### config.mk
export PLATFORM = sky130hd
export DESIGN_NAME = pcs_clock_status
export DESIGN_NICKNAME = d
export VERILOG_FILES = /design/src/hdl/pcs_clock_status.v /design/src/hdl/pcs_change_detect.v
export VERILOG_INCLUDE_DIRS = /design/src /design/src/hdl
export SDC_FILE = /design/constraint.sdc
export NUM_CORES = 1
export LEC_CHECK = 0
export ABC_CLOCK_PERIOD_IN_PS = 2200
export BUFFER_PORTS_ARGS = -buffer_cell sky130_fd_sc_hd__buf_2
export CORE_AREA = 4 4 87 89
export CTS_CLUSTER_SIZE = 8
export DETAILED_ROUTE_END_ITERATION = 8
export DIE_AREA = 0 0 91 93
export HOLD_SLACK_MARGIN = 0.02
export PLACE_DENSITY = 0.66
export SKIP_LAST_GASP = 1
export SYNTH_ARGS = -nofsm -noshare
export SYNTH_HDL_FRONTEND = slang
export SYNTH_SLANG_ARGS = --single-unit
### constraint.sdc
create_clock -name aclk -period 2.2 [get_ports aclk]
set_input_delay 0.55 -clock aclk [delete_from_list [all_inputs] [get_ports aclk]]
set_output_delay 0.55 -clock aclk [all_outputs]
set_load 0.01 [all_outputs]
### src/hdl/pcs_regs.vh
/*
 * Register offsets, field positions and reset values of the clock status
 * and flag block. Assumes inclusion by bare name from the design files.
 */
`ifndef PCS_REGS_VH
`define PCS_REGS_VH

`define PCS_OFF_FLAGS 8'h00
`define PCS_OFF_ENABLE 8'h04
`define PCS_OFF_IRQ_STATUS 8'h08
`define PCS_OFF_IRQ_MASK 8'h0C

`define PCS_BIT_LVR 5
`define PCS_BIT_PLL_LOCK_CHANGE_FLAG 4
`define PCS_BIT_LOCK 3
`define PCS_BIT_TRACK 2
`define PCS_BIT_SELF_CLOCK_CHANGE_FLAG 1
`define PCS_BIT_SCM 0

`define PCS_FLAGS_RESET 8'h00
`define PCS_ENABLE_RESET 8'h00
`define PCS_MASK_RESET 8'h00

`define PCS_BIT_EN_LOCK 0
`define PCS_BIT_EN_SCM 1

`define PCS_RESP_OKAY 2'h0
`define PCS_RESP_SLVERR 2'h2

`endif

### src/hdl/pcs_clock_status.v
/*
 * Clock generator status and flag block with an AXI4-Lite slave.
 * Assumes pll and oscillator status inputs synchronous to aclk, and a
 * one-cycle low_voltage_reset_event pulse from the supply monitor.
 */
// Added by the designer: the register addresses and the AXI4-Lite register port.
`timescale 1ns/1ps
`include "pcs_regs.vh"

module pcs_clock_status #(
	parameter HAS_LVR = 1
) (
	input wire aclk,
	input wire aresetn,
	input wire [7:0] s_axi_awaddr,
	input wire s_axi_awvalid,
	output reg s_axi_awready,
	input wire [31:0] s_axi_wdata,
	input wire [3:0] s_axi_wstrb,
	input wire s_axi_wvalid,
	output reg s_axi_wready,
	output reg [1:0] s_axi_bresp,
	output reg s_axi_bvalid,
	input wire s_axi_bready,
	input wire [7:0] s_axi_araddr,
	input wire s_axi_arvalid,
	output reg s_axi_arready,
	output reg [31:0] s_axi_rdata,
	output reg [1:0] s_axi_rresp,
	output reg s_axi_rvalid,
	input wire s_axi_rready,
	input wire pll_locked,
	input wire pll_tracking,
	input wire self_clock_mode,
	input wire low_voltage_reset_event,
	output reg irq
);
	reg low_voltage_reset_flag;
	reg pll_lock_change_flag;
	reg self_clock_change_flag;
	reg pll_lock_change_irq_enable;
	reg self_clock_change_irq_enable;
	reg [7:0] irq_status;
	reg [7:0] irq_mask;
	reg [7:0] aw_addr;
	reg aw_held;
	reg [31:0] w_data;
	reg [3:0] w_strb;
	reg w_held;
	reg lock_status;
	reg track_status;
	reg self_clock_mode_status;
	wire [1:0] changed;
	wire wr_go;
	wire [7:0] wr_addr;
	wire [31:0] wr_data;
	wire wr_lane0;
	wire wr_flags;
	wire wr_enable;
	wire wr_status;
	wire wr_mask;
	wire [7:0] clock_generator_flags;
	wire [7:0] irq_events;
	wire [7:0] next_irq_status;
	reg [31:0] next_rdata;
	reg next_rerr;

	// Status bits are registered; the change pulses follow them one cycle later
	always @(posedge aclk) begin
		if (!aresetn) begin
			lock_status <= 1'b0;
			track_status <= 1'b0;
			self_clock_mode_status <= 1'b0;
		end else begin
			lock_status <= pll_locked & ~self_clock_mode;
			track_status <= pll_tracking & ~self_clock_mode;
			self_clock_mode_status <= self_clock_mode;
		end
	end

	pcs_change_detect #(
		.WIDTH(2)
	) u_change (
		.aclk(aclk),
		.aresetn(aresetn),
		.level({self_clock_mode_status, lock_status}),
		.changed(changed)
	);

	assign clock_generator_flags = {2'b00, low_voltage_reset_flag, pll_lock_change_flag,
		lock_status, track_status, self_clock_change_flag, self_clock_mode_status};

	// Write path: address and data may arrive in either order
	assign wr_go = (aw_held | s_axi_awvalid) & (w_held | s_axi_wvalid) & ~s_axi_bvalid;
	assign wr_addr = aw_held ? aw_addr : s_axi_awaddr;
	assign wr_data = w_held ? w_data : s_axi_wdata;
	assign wr_lane0 = wr_go & (w_held ? w_strb[0] : s_axi_wstrb[0]);
	assign wr_flags = wr_lane0 & (wr_addr == `PCS_OFF_FLAGS);
	assign wr_enable = wr_lane0 & (wr_addr == `PCS_OFF_ENABLE);
	assign wr_status = wr_lane0 & (wr_addr == `PCS_OFF_IRQ_STATUS);
	assign wr_mask = wr_lane0 & (wr_addr == `PCS_OFF_IRQ_MASK);

	always @(posedge aclk) begin
		if (!aresetn) begin
			s_axi_awready <= 1'b0;
			s_axi_wready <= 1'b0;
			aw_held <= 1'b0;
			w_held <= 1'b0;
			aw_addr <= 8'h00;
			w_data <= 32'h00000000;
			w_strb <= 4'h0;
			s_axi_bvalid <= 1'b0;
			s_axi_bresp <= `PCS_RESP_OKAY;
		end else begin
			s_axi_awready <= 1'b0;
			s_axi_wready <= 1'b0;
			if (s_axi_awvalid & ~aw_held & ~s_axi_awready & ~s_axi_bvalid) begin
				s_axi_awready <= 1'b1;
			end
			if (s_axi_wvalid & ~w_held & ~s_axi_wready & ~s_axi_bvalid) begin
				s_axi_wready <= 1'b1;
			end
			if (s_axi_awvalid & s_axi_awready) begin
				aw_held <= 1'b1;
				aw_addr <= s_axi_awaddr;
			end
			if (s_axi_wvalid & s_axi_wready) begin
				w_held <= 1'b1;
				w_data <= s_axi_wdata;
				w_strb <= s_axi_wstrb;
			end
			if (aw_held & w_held & ~s_axi_bvalid) begin
				aw_held <= 1'b0;
				w_held <= 1'b0;
				s_axi_bvalid <= 1'b1;
				s_axi_bresp <= (aw_addr == `PCS_OFF_FLAGS || aw_addr == `PCS_OFF_ENABLE ||
					aw_addr == `PCS_OFF_IRQ_STATUS || aw_addr == `PCS_OFF_IRQ_MASK) ?
					`PCS_RESP_OKAY : `PCS_RESP_SLVERR;
			end else if (s_axi_bvalid & s_axi_bready) begin
				s_axi_bvalid <= 1'b0;
			end
		end
	end

	// Flags commit only once both halves are held, so no early side effects
	wire commit = aw_held & w_held & ~s_axi_bvalid & w_strb[0];
	wire c_flags = commit & (aw_addr == `PCS_OFF_FLAGS);
	wire c_enable = commit & (aw_addr == `PCS_OFF_ENABLE);
	wire c_status = commit & (aw_addr == `PCS_OFF_IRQ_STATUS);
	wire c_mask = commit & (aw_addr == `PCS_OFF_IRQ_MASK);

	always @(posedge aclk) begin
		if (!aresetn) begin
			low_voltage_reset_flag <= 1'b0;
			pll_lock_change_flag <= 1'b0;
			self_clock_change_flag <= 1'b0;
			pll_lock_change_irq_enable <= 1'b0;
			self_clock_change_irq_enable <= 1'b0;
		end else begin
			if (HAS_LVR == 0) begin
				low_voltage_reset_flag <= 1'b0;
			end else if (low_voltage_reset_event) begin
				low_voltage_reset_flag <= 1'b1;
			end else if (c_flags & w_data[`PCS_BIT_LVR]) begin
				low_voltage_reset_flag <= 1'b0;
			end
			if (changed[0]) begin
				pll_lock_change_flag <= 1'b1;
			end else if (c_flags & w_data[`PCS_BIT_PLL_LOCK_CHANGE_FLAG]) begin
				pll_lock_change_flag <= 1'b0;
			end
			if (changed[1]) begin
				self_clock_change_flag <= 1'b1;
			end else if (c_flags & w_data[`PCS_BIT_SELF_CLOCK_CHANGE_FLAG]) begin
				self_clock_change_flag <= 1'b0;
			end
			if (c_enable) begin
				pll_lock_change_irq_enable <= w_data[`PCS_BIT_EN_LOCK];
				self_clock_change_irq_enable <= w_data[`PCS_BIT_EN_SCM];
			end
		end
	end

	// Sticky event copy for the mask/status pair, same layout as flags
	assign irq_events = {2'b00, (HAS_LVR != 0) & low_voltage_reset_event, changed[0],
		1'b0, 1'b0, changed[1], 1'b0};
	assign next_irq_status = (irq_status & ~({8{c_status}} & w_data[7:0])) | irq_events;

	always @(posedge aclk) begin
		if (!aresetn) begin
			irq_status <= 8'h00;
			irq_mask <= `PCS_MASK_RESET;
			irq <= 1'b0;
		end else begin
			irq_status <= next_irq_status;
			if (c_mask) begin
				irq_mask <= w_data[7:0];
			end
			// Level request held while any enabled flag is set
			irq <= (pll_lock_change_flag & pll_lock_change_irq_enable) |
				(self_clock_change_flag & self_clock_change_irq_enable) |
				(|(irq_status & irq_mask));
		end
	end

	// Read path
	always @* begin
		next_rdata = 32'h00000000;
		next_rerr = 1'b0;
		case (s_axi_araddr)
			`PCS_OFF_FLAGS: next_rdata = {24'h000000, clock_generator_flags};
			`PCS_OFF_ENABLE: next_rdata = {30'h00000000, self_clock_change_irq_enable,
				pll_lock_change_irq_enable};
			`PCS_OFF_IRQ_STATUS: next_rdata = {24'h000000, irq_status};
			`PCS_OFF_IRQ_MASK: next_rdata = {24'h000000, irq_mask};
			default: next_rerr = 1'b1;
		endcase
	end

	always @(posedge aclk) begin
		if (!aresetn) begin
			s_axi_arready <= 1'b0;
			s_axi_rvalid <= 1'b0;
			s_axi_rdata <= 32'h00000000;
			s_axi_rresp <= `PCS_RESP_OKAY;
		end else begin
			s_axi_arready <= 1'b0;
			if (s_axi_arvalid & ~s_axi_arready & ~s_axi_rvalid) begin
				s_axi_arready <= 1'b1;
				s_axi_rvalid <= 1'b1;
				s_axi_rdata <= next_rdata;
				s_axi_rresp <= next_rerr ? `PCS_RESP_SLVERR : `PCS_RESP_OKAY;
			end else if (s_axi_rvalid & s_axi_rready) begin
				s_axi_rvalid <= 1'b0;
			end
		end
	end
endmodule

### src/hdl/pcs_change_detect.v
/*
 * Change detector: flags a change of a status level.
 * Assumes the level is synchronous to aclk.
 */
`timescale 1ns/1ps
module pcs_change_detect #(
	parameter WIDTH = 2
) (
	input wire aclk,
	input wire aresetn,
	input wire [WIDTH-1:0] level,
	output reg [WIDTH-1:0] changed
);
	reg [WIDTH-1:0] prev;
	genvar i;
	generate
		for (i = 0; i < WIDTH; i = i + 1) begin : g_bit
			always @(posedge aclk) begin
				if (!aresetn) begin
					prev[i] <= 1'b0;
					changed[i] <= 1'b0;
				end else begin
					prev[i] <= level[i];
					changed[i] <= level[i] ^ prev[i];
				end
			end
		end
	endgenerate
endmodule

==> metrics.txt <==
# rows 30; RSZ-0062 raised after global routing false; Max Slew Vio Count 0; area grow syn2layout 15.07%; Critical Path Max Stage Delay around 590 ps; Post CTS Setup Buffer Count 0; cell area power density 758.4 nW/um^2; CTS clk-pin slew, worst paths around 60 ps; I/O Pins about 110; crit path max fanout 8; routability congestion estimate between 0.7 and 0.8; Fin. Hold Viols 0; fillcell total 663; clk_skew 7.557 ps; Synth area leaders dfxtp_1, buf_4, nand2_1; CP Capture Type flip-flop; Hold WS around 400 ps; Critical Path RT about 2400 ps; Via density 5.078; Min Clock Period, post-route about 1800 ps; global-route wire length before repair 9121 um; yosys warns 0; GR Util met3 between 5 and 6%; GRT Max-Usage Layer met2; post-synth cell types 37; Setup TNS 0 ps; Core Region around 6800 um^2; H-tree levels 3; Top Family by Delay on Critical Path simple AND/OR/NAND/NOR gates; Die ar. about 8500 um^2; worst skew pair latency 330 ps; EDFF count, synth 0; final wirelength 5628 um; pin count of the biggest net entering global routing 32; ANT cells 0; VDD IR max approximately 0.34 mV; Clock Tree Buf Depth 2; Final period util roughly four fifths; Max-slew headroom 62.13%; grt met1 use 17.22%; Synth Area in Compound Gates a little over an eighth; Root Driver clkbuf_8; synthesized area per cell between 9 and 10 um^2; outcome completed; GRT Util Overall a little over an eighth; final worst setup slack 442.5 ps; Initial Util a little under 40%; post-route ant nets 0; CTS tree done; total grt overflow 0; critical-path cell list or4_4 > nor4_4 > a21oi_1; Vias 2148; sequential-to-total area share from yosys stat a little under half; # hold bufs at CTS 0; met2 GRT Util a little over a fifth; ys flop type dfxtp_1; HPWL Detailed 4119 um; most frequent cells in the layout dfxtp_1, nand2_1, buf_2, a21oi_1, conb_1; Adder-Cell Fraction of Synth Area 0%; leakage power about 1.2 nW; MaxCap Viol Count 0; Arr. time, crit path roughly 2000 ps; Place WS around 440 ps; CP max stage cell or4_4; crit path kind reg2reg; DRT Pass-1 Iters 4; vias in the first global route a little under 2000; top cell type's share of synthesized area between 40% and 50%; layout cells sized above 1 between 20 and 25%; I/O Buffers between 50 and 60; die width around 91 um; commonest non-fill, non-tap cell in the layout dfxtp_1; Slew @ Worst Pin ~560 ps; XOR/XNOR Fraction of Synth Area less than 1%; FMAX between 500 and 600 MHz; Die H slightly above 90 um; largest family of logic cells by synthesized area simple AND/OR/NAND/NOR gates; initial DRC count 94; Final nets approximately 400; worst hold-check path type in2reg; DRC viols 0; WP buf/inv 0; Post-Syn Area around 2700 um^2; TritonCTS buffer count 9; Final Setup Violations 0; initial antenna violation count 0; post-synthesis simple-gate area fraction about a fifth; Clock Sinks 63; mean routed wirelength per cell ~13 um; CP Launch Type flip-flop; mux cell area share after synthesis about 7.7%; Post-synth ARST share 0%; cell count after synthesis about 290; largest area contributor in the netlist dfxtp_1; Post-CTS Resized 0; register bit total from synthesis 63
## logic make-up after synthesis
| logic type | after synthesis |
|---|---|
| AND/OR/NAND/NOR | 106 |
| flip-flops | 63 |
| AO/OA/AOI/OAI | 57 |
| buffers and inverters | 44 |
| multiplexers | 18 |
| XOR/XNOR | 2 |
| other | 1 |
## power breakdown
part | leakage [nW] | switching, mW | internal, mW
sequential | 0.512 | 0.0264 | 1.17
clock | 0.0987 | 0.418 | 0.531
combinational | 0.610 | 0.107 | 0.0653
## per-layer routing
layer	wire [um]	up-vias
met2	2478	92
met5	0	-
met3	522	7
met1	2566	982
met4	60	0
li1	-	1067
## synth_stat cells, types with 3 or more instances
library cell,number
and2_1,4
nand2_1,51
buf_4,26
nor2_1,7
nor3b_1,4
a32o_1,6
o21ai_0,11
mux2i_1,16
a31oi_1,4
nor3_1,3
dfxtp_1,63
clkbuf_1,15
nand2b_1,4
nor2b_1,4
a21oi_1,28
nand3_1,16
## final timing paths
path,end,start,cells past startpoint,slack (ps)
min reg2reg,aw_addr[6]$_SDFFE_PN0P_,aw_addr[6]$_SDFFE_PN0P_,2,450
max reg2reg,irq_status[2]$_SDFF_PN0_,aw_addr[0]$_SDFFE_PN0P_,3,440
min,track_status$_SDFF_PN0_,self_clock_mode,2,400
max,irq_status[2]$_SDFF_PN0_,aw_addr[0]$_SDFFE_PN0P_,3,440
## metrics by stage
stage / total power, mW / instances / area [um^2] / utilization, %
after floorplan: 1.371 / 316 / 2751 / -
after global placement: 1.392 / 407 / 2863 / 42.37
after detailed placement: 1.397 / 407 / 2863 / 42.37
after CTS: 2.348 / 423 / 3058 / 45.26
after global routing: 2.434 / 423 / 3058 / 45.26
final: 2.319 / 423 / 3058 / 45.26
## sequential cells by signal (all words and copies together) (netlist names), 2 cells and up
signal	count
u_change.changed	2
irq_status	8
u_change.prev	2
w_data	8
aw_addr	8
irq_mask	8
s_axi_rdata	8
## layout make-up
type	instances	area, um^2	share of cell area [%]
sequential	63	1261	41.24
multi-input combinational	209	1220	39.89
timing repair buffer	54	277.8	9.083
clock buffer	14	182.7	5.974
tap	80	100.1	3.273
clock inverter	2	12.51	0.4092
inverter	1	3.754	0.1227
## worst register-to-register path, cell delays in order (launching register included)
cell and delay [ps]:
dfxtp_1 310, or4_4 590, nor4_4 570, a21oi_1 150
No activity file was read; power rests on OpenSTA's default activity.
